==> src/hdl/smap_consts.svh <==
// Timing and protocol constants for the serial memory access port master.
// Assumes inclusion by bare name from hdl/ files only.
`ifndef SMAP_CONSTS_SVH
`define SMAP_CONSTS_SVH
`define SMAP_CLK_MHZ        50
`define SMAP_SCK_HALF_NS    80
`define SMAP_SCK_HALF_CYC   ((`SMAP_SCK_HALF_NS * `SMAP_CLK_MHZ + 999) / 1000)
`define SMAP_EDGES_PER_BYTE 16
`define SMAP_OP_READ_BYTE   8'h13
`define SMAP_OP_READ_ARRAY  8'h03
`define SMAP_OP_WRITE_BYTE  8'h12
`define SMAP_OP_WRITE_ARRAY 8'h02
`define SMAP_HDR_BYTES      3
`endif

==> src/hdl/smap_pkg.sv <==
// Types shared by the serial memory access port master.
// Assumes nothing of its surroundings.
package smap_pkg;
	typedef enum logic [1:0] {
		SMAP_CMD_READ_BYTE   = 2'h0,
		SMAP_CMD_READ_ARRAY  = 2'h1,
		SMAP_CMD_WRITE_BYTE  = 2'h2,
		SMAP_CMD_WRITE_ARRAY = 2'h3
	} smap_cmd_t;
	typedef enum logic [2:0] {
		SMAP_ST_IDLE  = 3'h0,
		SMAP_ST_LEAD  = 3'h1,
		SMAP_ST_BYTE  = 3'h2,
		SMAP_ST_NEXT  = 3'h3,
		SMAP_ST_TRAIL = 3'h4
	} smap_state_t;
endpackage : smap_pkg

==> src/hdl/smap_byte_if.sv <==
// Byte shifter handshake between the sequencer and the bit engine.
// Assumes one clock domain shared by both modports.
`timescale 1ns/10ps
interface smap_byte_if;
	logic       start;
	logic [7:0] tx_byte;
	logic       done;
	logic [7:0] rx_byte;
	logic       busy;
	modport ctrl (output start, output tx_byte, input done, input rx_byte, input busy);
	modport eng  (input start, input tx_byte, output done, output rx_byte, output busy);
endinterface : smap_byte_if

==> src/hdl/smap_sync.sv <==
// Two-flop synchroniser for the serial data input.
// Assumes an asynchronous input pin.
`timescale 1ns/10ps
module smap_sync (
	input  wire logic i_clk,
	input  wire logic i_nrst,
	input  wire logic i_d,
	output logic      o_q
);
	logic meta_q;
	// Only the second flop is read downstream
	always_ff @(posedge i_clk or negedge i_nrst) begin
		if (!i_nrst) begin
			meta_q <= 1'b0;
			o_q    <= 1'b0;
		end else begin
			meta_q <= i_d;
			o_q    <= meta_q;
		end
	end
endmodule : smap_sync

==> src/hdl/smap_byte_eng.sv <==
// Bit engine: shifts one byte out and in over 16 clock edges, MSB first.
// Assumes start is a one-cycle pulse while busy is low; i_miso is synchronised.
`timescale 1ns/10ps
`include "smap_consts.svh"
module smap_byte_eng import smap_pkg::*; #(
	parameter int HALF_CYC = `SMAP_SCK_HALF_CYC
) (
	input  wire logic  i_clk,
	input  wire logic  i_nrst,
	input  wire logic  i_cpol,
	input  wire logic  i_cpha,
	input  wire logic  i_miso,
	output logic       o_sck,
	output logic       o_mosi,
	smap_byte_if.eng   bif
);
	localparam int CW = $clog2(HALF_CYC + 1);
	logic [CW-1:0] div_q;
	logic [4:0]    edge_q;
	logic [7:0]    tx_q;
	logic [7:0]    rx_q;
	logic          samp_q;
	logic          fin_q;
	logic          run_q;
	logic          phase_q;
	logic          tick;
	logic          odd_edge;
	logic          sample_now;

	assign tick       = run_q && (div_q == CW'(HALF_CYC - 1));
	assign odd_edge   = !edge_q[0];
	// Sample on odd edges with phase 0, on even edges with phase 1
	assign sample_now = tick && (odd_edge ^ i_cpha);
	assign bif.busy   = run_q;
	assign o_sck      = phase_q ^ i_cpol;

	// Half-period divider; the master makes the link clock itself
	always_ff @(posedge i_clk or negedge i_nrst) begin
		if (!i_nrst) begin
			div_q <= '0;
		end else if (!run_q || tick) begin
			div_q <= '0;
		end else begin
			div_q <= div_q + CW'(1);
		end
	end

	// Edge counter and clock phase
	always_ff @(posedge i_clk or negedge i_nrst) begin
		if (!i_nrst) begin
			run_q   <= 1'b0;
			edge_q  <= '0;
			phase_q <= 1'b0;
		end else if (bif.start && !run_q) begin
			run_q   <= 1'b1;
			edge_q  <= '0;
			phase_q <= 1'b0;
		end else if (tick) begin
			phase_q <= !phase_q;
			edge_q  <= edge_q + 5'h01;
			if (edge_q == 5'(`SMAP_EDGES_PER_BYTE - 1)) begin
				run_q <= 1'b0;
			end
		end
	end

	// Shift out: phase 0 presents bit 7 at start, phase 1 on the first edge
	always_ff @(posedge i_clk or negedge i_nrst) begin
		if (!i_nrst) begin
			tx_q   <= 8'h00;
			o_mosi <= 1'b0;
		end else if (bif.start && !run_q) begin
			tx_q   <= bif.tx_byte;
			o_mosi <= i_cpha ? 1'b0 : bif.tx_byte[7];
		end else if (tick && !(odd_edge ^ i_cpha)) begin
			if (i_cpha) begin
				o_mosi <= tx_q[7];
				tx_q   <= {tx_q[6:0], 1'b0};
			end else if (edge_q != 5'(`SMAP_EDGES_PER_BYTE - 1)) begin
				o_mosi <= tx_q[6];
				tx_q   <= {tx_q[6:0], 1'b0};
			end
		end
	end

	// Shift in, then hand over the whole byte one cycle after the closing edge.
	// Phase 0 has its last sample an edge earlier, but waiting for the closing
	// edge keeps the next start from landing on a byte that is still running.
	always_ff @(posedge i_clk or negedge i_nrst) begin
		if (!i_nrst) begin
			rx_q        <= 8'h00;
			samp_q      <= 1'b0;
			fin_q       <= 1'b0;
			bif.rx_byte <= 8'h00;
			bif.done    <= 1'b0;
		end else begin
			samp_q   <= sample_now;
			fin_q    <= tick && (edge_q == 5'(`SMAP_EDGES_PER_BYTE - 1));
			bif.done <= 1'b0;
			if (samp_q) begin
				rx_q <= {rx_q[6:0], i_miso};
			end
			// Phase 1 takes its last sample in the handover cycle itself
			if (fin_q) begin
				bif.rx_byte <= samp_q ? {rx_q[6:0], i_miso} : rx_q;
				bif.done    <= 1'b1;
			end
		end
	end

	// A byte always runs its full count of link clock edges
	a_byte_len: assert property (@(posedge i_clk) disable iff (!i_nrst)
		$fell(run_q) |-> edge_q == 5'(`SMAP_EDGES_PER_BYTE))
		else $error("byte shifter stopped early");
	a_sck_idle: assert property (@(posedge i_clk) disable iff (!i_nrst)
		!run_q && !bif.start |-> o_sck == i_cpol)
		else $error("link clock not at idle level");
endmodule : smap_byte_eng

==> src/hdl/smap_master.sv <==
// Host controller driving the device's serial memory access port as link master.
// Assumes a device slave on the four link pins; user side is one command at a time.
`timescale 1ns/10ps
`include "smap_consts.svh"
module smap_master import smap_pkg::*; #(
	parameter int HALF_CYC = `SMAP_SCK_HALF_CYC,
	parameter int LEN_W    = 12,
	parameter int CTRL_TOP = 'h015
) (
	input  wire logic             i_clk,
	input  wire logic             i_nrst,
	input  wire logic             i_cpol,
	input  wire logic             i_cpha,
	input  wire logic             i_cmd_valid,
	input  wire smap_cmd_t        i_cmd,
	input  wire logic [15:0]      i_addr,
	input  wire logic [LEN_W-1:0] i_len,
	output logic                  o_cmd_ready,
	input  wire logic             i_wr_valid,
	input  wire logic [7:0]       i_wr_data,
	output logic                  o_wr_ready,
	output logic                  o_rd_valid,
	output logic [7:0]            o_rd_data,
	output logic                  o_done,
	output logic                  o_spi_select_n,
	output logic                  o_sck,
	output logic                  o_mosi,
	input  wire logic             i_miso
);
	localparam int CW_L = $clog2(HALF_CYC + 1);
	smap_byte_if bif ();
	smap_state_t       st_q;
	smap_cmd_t         cmd_q;
	logic [15:0]       addr_q;
	logic [LEN_W-1:0]  left_q;
	logic [1:0]        hdr_q;
	logic [7:0]        tx_q;
	logic [CW_L-1:0]   wait_q;
	logic              start_q;
	logic              miso_s;
	logic              is_read;
	logic              is_array;
	logic              wait_end;

	// Opcode for each user command
	function automatic logic [7:0] smap_opcode(input smap_cmd_t c);
		unique case (c)
			SMAP_CMD_READ_BYTE:   smap_opcode = `SMAP_OP_READ_BYTE;
			SMAP_CMD_READ_ARRAY:  smap_opcode = `SMAP_OP_READ_ARRAY;
			SMAP_CMD_WRITE_BYTE:  smap_opcode = `SMAP_OP_WRITE_BYTE;
			SMAP_CMD_WRITE_ARRAY: smap_opcode = `SMAP_OP_WRITE_ARRAY;
		endcase
	endfunction : smap_opcode

	assign is_read  = (cmd_q == SMAP_CMD_READ_BYTE) || (cmd_q == SMAP_CMD_READ_ARRAY);
	assign is_array = (cmd_q == SMAP_CMD_READ_ARRAY) || (cmd_q == SMAP_CMD_WRITE_ARRAY);
	assign wait_end = (wait_q == CW_L'(HALF_CYC - 1));

	// Miso comes from another domain
	smap_sync u_sync (
		.i_clk  (i_clk),
		.i_nrst (i_nrst),
		.i_d    (i_miso),
		.o_q    (miso_s)
	);

	smap_byte_eng #(
		.HALF_CYC (HALF_CYC)
	) u_eng (
		.i_clk  (i_clk),
		.i_nrst (i_nrst),
		.i_cpol (i_cpol),
		.i_cpha (i_cpha),
		.i_miso (miso_s),
		.o_sck  (o_sck),
		.o_mosi (o_mosi),
		.bif    (bif)
	);

	assign bif.start   = start_q;
	assign bif.tx_byte = tx_q;
	assign o_cmd_ready = (st_q == SMAP_ST_IDLE);
	// Write data is taken only between bytes, once the header is out
	// No offer is taken once the count is spent, or a byte would be swallowed
	assign o_wr_ready  = (st_q == SMAP_ST_NEXT) && !is_read && (hdr_q == 2'h3) && !start_q &&
	                     (left_q != '0);

	// Half-period guard counter around select edges
	always_ff @(posedge i_clk or negedge i_nrst) begin
		if (!i_nrst) begin
			wait_q <= '0;
		end else if ((st_q == SMAP_ST_LEAD || st_q == SMAP_ST_TRAIL) && !wait_end) begin
			wait_q <= wait_q + CW_L'(1);
		end else begin
			wait_q <= '0;
		end
	end

	// Sequencer: select, header bytes, data bytes, release
	always_ff @(posedge i_clk or negedge i_nrst) begin
		if (!i_nrst) begin
			st_q           <= SMAP_ST_IDLE;
			cmd_q          <= SMAP_CMD_READ_BYTE;
			addr_q         <= 16'h0000;
			left_q         <= '0;
			hdr_q          <= 2'h0;
			tx_q           <= 8'h00;
			start_q        <= 1'b0;
			o_spi_select_n <= 1'b1;
			o_done         <= 1'b0;
		end else begin
			start_q <= 1'b0;
			o_done  <= 1'b0;
			unique case (st_q)
				SMAP_ST_IDLE: begin
					if (i_cmd_valid) begin
						cmd_q          <= i_cmd;
						addr_q         <= i_addr;
						// Single commands move one byte whatever length is given
						left_q         <= (i_cmd == SMAP_CMD_READ_BYTE ||
						                   i_cmd == SMAP_CMD_WRITE_BYTE ||
						                   i_len == '0) ? LEN_W'(1) : i_len;
						o_spi_select_n <= 1'b0;
						hdr_q          <= 2'h0;
						st_q           <= SMAP_ST_LEAD;
					end
				end
				SMAP_ST_LEAD: begin
					// First edge comes a full period after select falls: this half period, then the engine's own
					if (wait_end) begin
						tx_q    <= smap_opcode(cmd_q);
						start_q <= 1'b1;
						st_q    <= SMAP_ST_BYTE;
					end
				end
				SMAP_ST_BYTE: begin
					if (bif.done) begin
						st_q <= SMAP_ST_NEXT;
						if (hdr_q == 2'h3) begin
							left_q <= left_q - LEN_W'(1);
						end
					end
				end
				SMAP_ST_NEXT: begin
					if (hdr_q != 2'h3) begin
						// Address high byte then low byte
						hdr_q <= hdr_q + 2'h1;
						if (hdr_q == 2'h2 && !is_read) begin
							st_q <= (left_q == '0) ? SMAP_ST_TRAIL : SMAP_ST_NEXT;
						end else begin
							tx_q    <= (hdr_q == 2'h0) ? addr_q[15:8] :
							           (hdr_q == 2'h1) ? addr_q[7:0] : 8'h00;
							start_q <= 1'b1;
							st_q    <= SMAP_ST_BYTE;
						end
					end else if (left_q == '0) begin
						st_q <= SMAP_ST_TRAIL;
					end else if (is_read) begin
						tx_q    <= 8'h00;
						start_q <= 1'b1;
						st_q    <= SMAP_ST_BYTE;
					end else if (i_wr_valid) begin
						tx_q    <= i_wr_data;
						start_q <= 1'b1;
						st_q    <= SMAP_ST_BYTE;
					end
				end
				SMAP_ST_TRAIL: begin
					// Select stays low until the last edge plus half a period
					if (wait_end) begin
						o_spi_select_n <= 1'b1;
						o_done         <= 1'b1;
						st_q           <= SMAP_ST_IDLE;
					end
				end
				default: begin
					st_q <= SMAP_ST_IDLE;
				end
			endcase
		end
	end

	// Read bytes handed to the user; header-time bytes are dropped
	always_ff @(posedge i_clk or negedge i_nrst) begin
		if (!i_nrst) begin
			o_rd_valid <= 1'b0;
			o_rd_data  <= 8'h00;
		end else begin
			o_rd_valid <= 1'b0;
			if (bif.done && st_q == SMAP_ST_BYTE && hdr_q == 2'h3 && is_read) begin
				o_rd_valid <= 1'b1;
				o_rd_data  <= bif.rx_byte;
			end
		end
	end


	// A byte in flight always has select low under it
	a_sel_held: assert property (@(posedge i_clk) disable iff (!i_nrst)
		bif.busy |-> !o_spi_select_n)
		else $error("select released during a byte");

	// The lead-in guard keeps the first edge clear of the select edge
	a_sel_lead: assert property (@(posedge i_clk) disable iff (!i_nrst)
		$fell(o_spi_select_n) |-> !start_q [*2])
		else $error("byte started too soon after select");

	// Single commands never carry more than one data byte
	a_single_len: assert property (@(posedge i_clk) disable iff (!i_nrst)
		(st_q == SMAP_ST_LEAD) && !is_array |-> left_q == LEN_W'(1))
		else $error("single command longer than one byte");

	// Streaming reads through the control area would prefetch past it
	a_ctrl_area: assert property (@(posedge i_clk) disable iff (!i_nrst)
		(st_q == SMAP_ST_LEAD) && cmd_q == SMAP_CMD_READ_ARRAY
		|-> addr_q[11:0] > 12'(CTRL_TOP) || left_q == LEN_W'(1))
		else $error("array read started in the control area");

	// Done marks the very cycle in which select goes back high
	a_done_sel: assert property (@(posedge i_clk) disable iff (!i_nrst)
		o_done |-> o_spi_select_n && $past(!o_spi_select_n))
		else $error("done without select release");

	// The link clock rests at its idle level whenever the device is deselected
	a_sck_quiet: assert property (@(posedge i_clk) disable iff (!i_nrst)
		o_spi_select_n |-> o_sck == i_cpol)
		else $error("link clock moved while deselected");

	// Read pulses come only in reads and last one cycle
	a_rd_only: assert property (@(posedge i_clk) disable iff (!i_nrst)
		o_rd_valid |-> is_read ##1 !o_rd_valid)
		else $error("read data outside a read");

	// Write data is only offered between bytes of a selected frame
	a_wr_gate: assert property (@(posedge i_clk) disable iff (!i_nrst)
		o_wr_ready |-> !bif.busy && !o_spi_select_n)
		else $error("write data taken mid byte");

	// A taken write byte goes onto the link two cycles later
	a_wr_start: assert property (@(posedge i_clk) disable iff (!i_nrst)
		o_wr_ready && i_wr_valid |-> ##2 bif.busy)
		else $error("taken write byte never started");

	// A taken command pulls select low on the next edge
	a_sel_fall: assert property (@(posedge i_clk) disable iff (!i_nrst)
		i_cmd_valid && o_cmd_ready |=> !o_spi_select_n)
		else $error("command taken without selecting the device");

	// Outside reset, select only rises at the orderly end of a frame, never on its own
	a_rose_done: assert property (@(posedge i_clk) disable iff (!i_nrst)
		$rose(o_spi_select_n) |-> o_done)
		else $error("select raised outside the end of a frame");

	// Link clock edges only happen inside a selected frame
	a_sck_sel: assert property (@(posedge i_clk) disable iff (!i_nrst)
		$changed(o_sck) && $stable(i_cpol) |-> !o_spi_select_n)
		else $error("link clock edge outside a frame");

	// A zero length is turned into one byte before the frame opens
	a_lead_len: assert property (@(posedge i_clk) disable iff (!i_nrst)
		st_q == SMAP_ST_LEAD |-> left_q != '0)
		else $error("frame opened with no bytes to move");

	// Every requested data byte has moved by the time the frame closes
	a_done_left: assert property (@(posedge i_clk) disable iff (!i_nrst)
		o_done |-> left_q == '0)
		else $error("frame closed with bytes still owed");

	// The trailing guard only runs once the last edge is out
	a_trail_quiet: assert property (@(posedge i_clk) disable iff (!i_nrst)
		st_q == SMAP_ST_TRAIL |-> !bif.busy)
		else $error("select release started while a byte runs");

	// Phase 0 shows the top bit before the first edge of each byte
	a_mosi_first: assert property (@(posedge i_clk) disable iff (!i_nrst)
		$rose(bif.busy) && !i_cpha |-> o_mosi == tx_q[7])
		else $error("first bit not presented ahead of the first edge");

	// Only one command at a time: idle means the shifter is quiet
	a_cmd_free: assert property (@(posedge i_clk) disable iff (!i_nrst)
		o_cmd_ready |-> !bif.busy)
		else $error("command offered while a byte runs");

	// Stalls between bytes leave the clock parked at its idle level
	a_gap_idle: assert property (@(posedge i_clk) disable iff (!i_nrst)
		!bif.busy && !start_q && !o_spi_select_n |-> o_sck == i_cpol)
		else $error("link clock not parked during a stall");
endmodule : smap_master

==> config.mk <==
export PLATFORM = sky130hd
export DESIGN_NAME = smap_master
export DESIGN_NICKNAME = d
export VERILOG_FILES = /design/src/hdl/smap_pkg.sv /design/src/hdl/smap_byte_if.sv /design/src/hdl/smap_sync.sv /design/src/hdl/smap_byte_eng.sv /design/src/hdl/smap_master.sv
export VERILOG_INCLUDE_DIRS = /design/src /design/src/hdl
export SDC_FILE = /design/constraint.sdc
export NUM_CORES = 1
export LEC_CHECK = 0
export BUFFER_PORTS_ARGS = -buffer_cell sky130_fd_sc_hd__clkbuf_2
export CORE_ASPECT_RATIO = 1.5
export CORE_MARGIN = 5
export CORE_UTILIZATION = 56
export DETAILED_ROUTE_END_ITERATION = 8
export GPL_TIMING_DRIVEN = 0
export PLACE_DENSITY = 0.76
export SLEW_MARGIN = 20
export SYNTH_ARGS = -nofsm -noshare
export SYNTH_HDL_FRONTEND = slang
export SYNTH_SLANG_ARGS = --single-unit
==> constraint.sdc <==
create_clock -name i_clk -period 2.4 [get_ports i_clk]
set_clock_uncertainty 0.15 [all_clocks]
set_input_delay 0.12 -clock i_clk [delete_from_list [all_inputs] [get_ports i_clk]]
set_output_delay 0.12 -clock i_clk [all_outputs]
set_load 0.01 [all_outputs]
==> results_dict.tcl <==
set metrics [dict create \
    rsz0062_at_grt "false" \
    drt_iter0_drc 330 \
    power_leakage_nw 2.70 \
    root_buffer "clkbuf_16" \
    status "complete, no violations" \
    die_w_microns 84.1 \
    ant_nets 0 \
    crit_required_ps 2470 \
    num_vias 3688 \
    drcViolationCount 0 \
    cts_made_buffers 9 \
    start_util 0.576 \
    seqCellArea_sq_mm 0.00245 \
    worstSetupPathType "reg2reg" \
    hold-worst-slack_ps 18.9 \
    drtPass1Iterations 4 \
    synth_edf_count 0 \
    multi_input_area_sq_mm 0.00202 \
    grt_pass1_wl_mm 17.9 \
    synth_cell_types 61 \
    cts_buffer_depth 2 \
    die-area_sq_mm 0.0102 \
    n_fill_cell 580 \
    port_buffers 58 \
    finalHoldViolations 0 \
    routedWlPerCell_microns 16.1 \
    critPathCaptureType "flop" \
    post_drt_via_cell_ratio 5.70 \
    diodes 0 \
    async_flop_share 1.00 \
    drive_gt1_frac 0.244 \
    timing.final.crit_share 0.946 \
    arrival_ps 2340 \
    overflow 0 \
    yosysSeqAreaShare 0.532 \
    htree_levels 3 \
    grtUsageTotal 0.219 \
    tightest_slew_ps 588 \
    synth_cells 436 \
    postSynthNetCount 493 \
    syn-cell-area_sq_mm 0.00461 \
    grt_busiest_layer "met2" \
    avgSynthCellArea_sq_um 10.6 \
    ys.flop_type "dfrtp_1" \
    syn2layout_area_growth_pct 24.7 \
    place_congestion 0.932 \
    grt_pass1_vias 3947 \
    worst_hold_path_type "in2reg" \
    fin_crit_ps 2270 \
    num-nets-final 594 \
    peakVddDrop_uv 495 \
    cts.clk_slew.worst_paths_ps 60 \
    clock_latency_ps 340 \
    cap_violations 0 \
    path_max_fanout 9 \
    synth_seq_cells 98 \
    antenna_found_initial 0 \
    core_area_sq_mm 0.00801 \
    num_io_pins 60 \
    hpwl_mm 7.08 \
    num_rows 40 \
    power_density_mw_per_mm2 633 \
    use_met3 0.0326 \
    grt_max_degree 77 \
    wl_mm 10.4 \
    tritoncts "yes" \
    grtUsageMet2 0.406 \
    cts_setup_buffers 0 \
    clock_sinks 98 \
    fmax_mhz 440 \
    ys.warnings.count 0 \
    slew_headroom 0.607 \
    slew_violations 0 \
    crit_path_start_kind "flop" \
    fin_util 0.718 \
    die_y_microns 121 \
    finalSetupViolCount 0 \
    grt_use_met1 0.235 \
]
-- through the flow --
stage                     cell area, sq um  setup TNS (ps)  setup slack [ps]  std cells  total power [mW]
after floorplan                       4610               0               343        436              1.86
after global placement                5030          -10430              -115        599              1.95
after detailed placement              5070               0               105        600              1.97
after CTS                             5730               0              91.2        647              3.66
after global routing                  5750               0              17.3        647              3.76
final                                 5750               0               129        647              3.64
-- layer usage --
layer / vias to the layer above / part of all wire
met3: 42 / 0.045
met1: 1792 / 0.38
met2: 110 / 0.53
met5: - / 0
met4: 0 / 0.040
li1: 1744 / -
-- worst paths after layout --
check,cells after the start,start,slack (ps),end
worst max-delay path,7,left_q[0],130,bif.tx_byte[7]
worst min-delay path,3,i_wr_data[7],20,bif.tx_byte[7]
worst max register to register,7,left_q[0],130,bif.tx_byte[7]
worst min register to register,0,u_sync.meta_q,200,u_sync.o_q
max in group asynchronous,3,i_nrst,1440,u_eng.tx_q[4]
min in group asynchronous,2,i_nrst,60,left_q[1]
-- logic make-up (layout without fill, tap and decap cells) --
group	Yosys count	after routing	synth area share
adder cells (fa/ha/maj)	12	12	0.0326
AO/OA/AOI/OAI	86	86	0.130
XOR/XNOR	4	4	0.00760
multiplexers	43	43	0.102
buffers and inverters	38	144	0.0339
AND/OR/NAND/NOR	155	155	0.162
flip-flops	98	98	0.532
-- timing repair --
item,CTS,global route
hold endpoints to repair,128,0
setup endpoints to repair,0,10
gates resized for setup,0,5
hold buffers,31,0
-- cell usage after synthesis (3+ instances only) --
| cell | instances | area, sq um |
|---|---|---|
| ha_1 | 12 | 150 |
| nor3_1 | 7 | 35.0 |
| a31oi_1 | 3 | 18.8 |
| and3_1 | 5 | 31.3 |
| a211oi_1 | 3 | 22.5 |
| nand2_1 | 80 | 300 |
| inv_1 | 15 | 56.3 |
| buf_2 | 5 | 25.0 |
| clkbuf_1 | 17 | 63.8 |
| xor2_1 | 3 | 26.3 |
| nand3b_1 | 3 | 22.5 |
| nor2b_1 | 4 | 25.0 |
| mux2i_1 | 11 | 110 |
| o21ai_0 | 29 | 145 |
| dfrtp_1 | 97 | 2430 |
| a22oi_1 | 5 | 37.5 |
| nor4_1 | 5 | 31.3 |
| mux2_2 | 32 | 360 |
| a21oi_1 | 11 | 55.1 |
| a22o_1 | 5 | 43.8 |
| nand2b_1 | 4 | 25.0 |
| nand3_1 | 9 | 45.0 |
| nor2_1 | 20 | 75.1 |
| o2bb2ai_1 | 5 | 43.8 |
-- report_power, final --
group	leakage [nW]	internal, mW	switching [mW]
Sequential	1.25	1.72	0.0362
Combinational	1.29	0.119	0.107
Clock	0.169	1.05	0.608
Total	2.70	2.88	0.752
-- area by class of cell --
class	instances	area share
repair buffers	90	0.111
clock inverters	6	0.0194
multi-input cells	300	0.351
clock buffers	10	0.0416
plain buffers	23	0.0176
flip-flops and latches	98	0.427
well taps	105	0.0229
inverters	15	0.00980
-- sequential cells by signal (all words and copies together), names as in the netlist, 2 cells and up --
register           flops
addr_q                16
left_q                12
bif.tx_byte            8
o_rd_data              8
u_eng.bif.rx_byte      8
u_eng.rx_q             8
u_eng.tx_q             8
u_eng.edge_q           5
st_q                   3
u_eng.div_q            3
wait_q                 3
cmd_q                  2
hdr_q                  2
-- cells in the final DEF, fill, tap and decap left out, types with 5 or more instances in the layout --
master / Yosys / routed
o21ai_0: 29 / 29
clkbuf_16: 0 / 9
dlygate4sd3_1: 0 / 31
and3_1: 5 / 5
mux2i_1: 11 / 11
nand2_1: 80 / 80
ha_1: 12 / 12
nor3_1: 7 / 7
buf_2: 5 / 5
o2bb2ai_1: 5 / 5
a21oi_1: 11 / 11
clkbuf_1: 17 / 16
clkbuf_2: 0 / 58
dfrtp_1: 97 / 97
mux2_2: 32 / 32
a22oi_1: 5 / 5
nand3_1: 9 / 9
a22o_1: 5 / 5
nor2_1: 20 / 20
inv_1: 15 / 15
-- worst max-delay path, stage by stage, from the launching register on --
cell and delay, ps:
dfrtp_1 390, inv_1 100, ha_1 220, nor4b_2 180, and3_1 160, buf_6 130
o31ai_4 430, mux2_2 400
No activity file was read; power rests on OpenSTA's default activity.
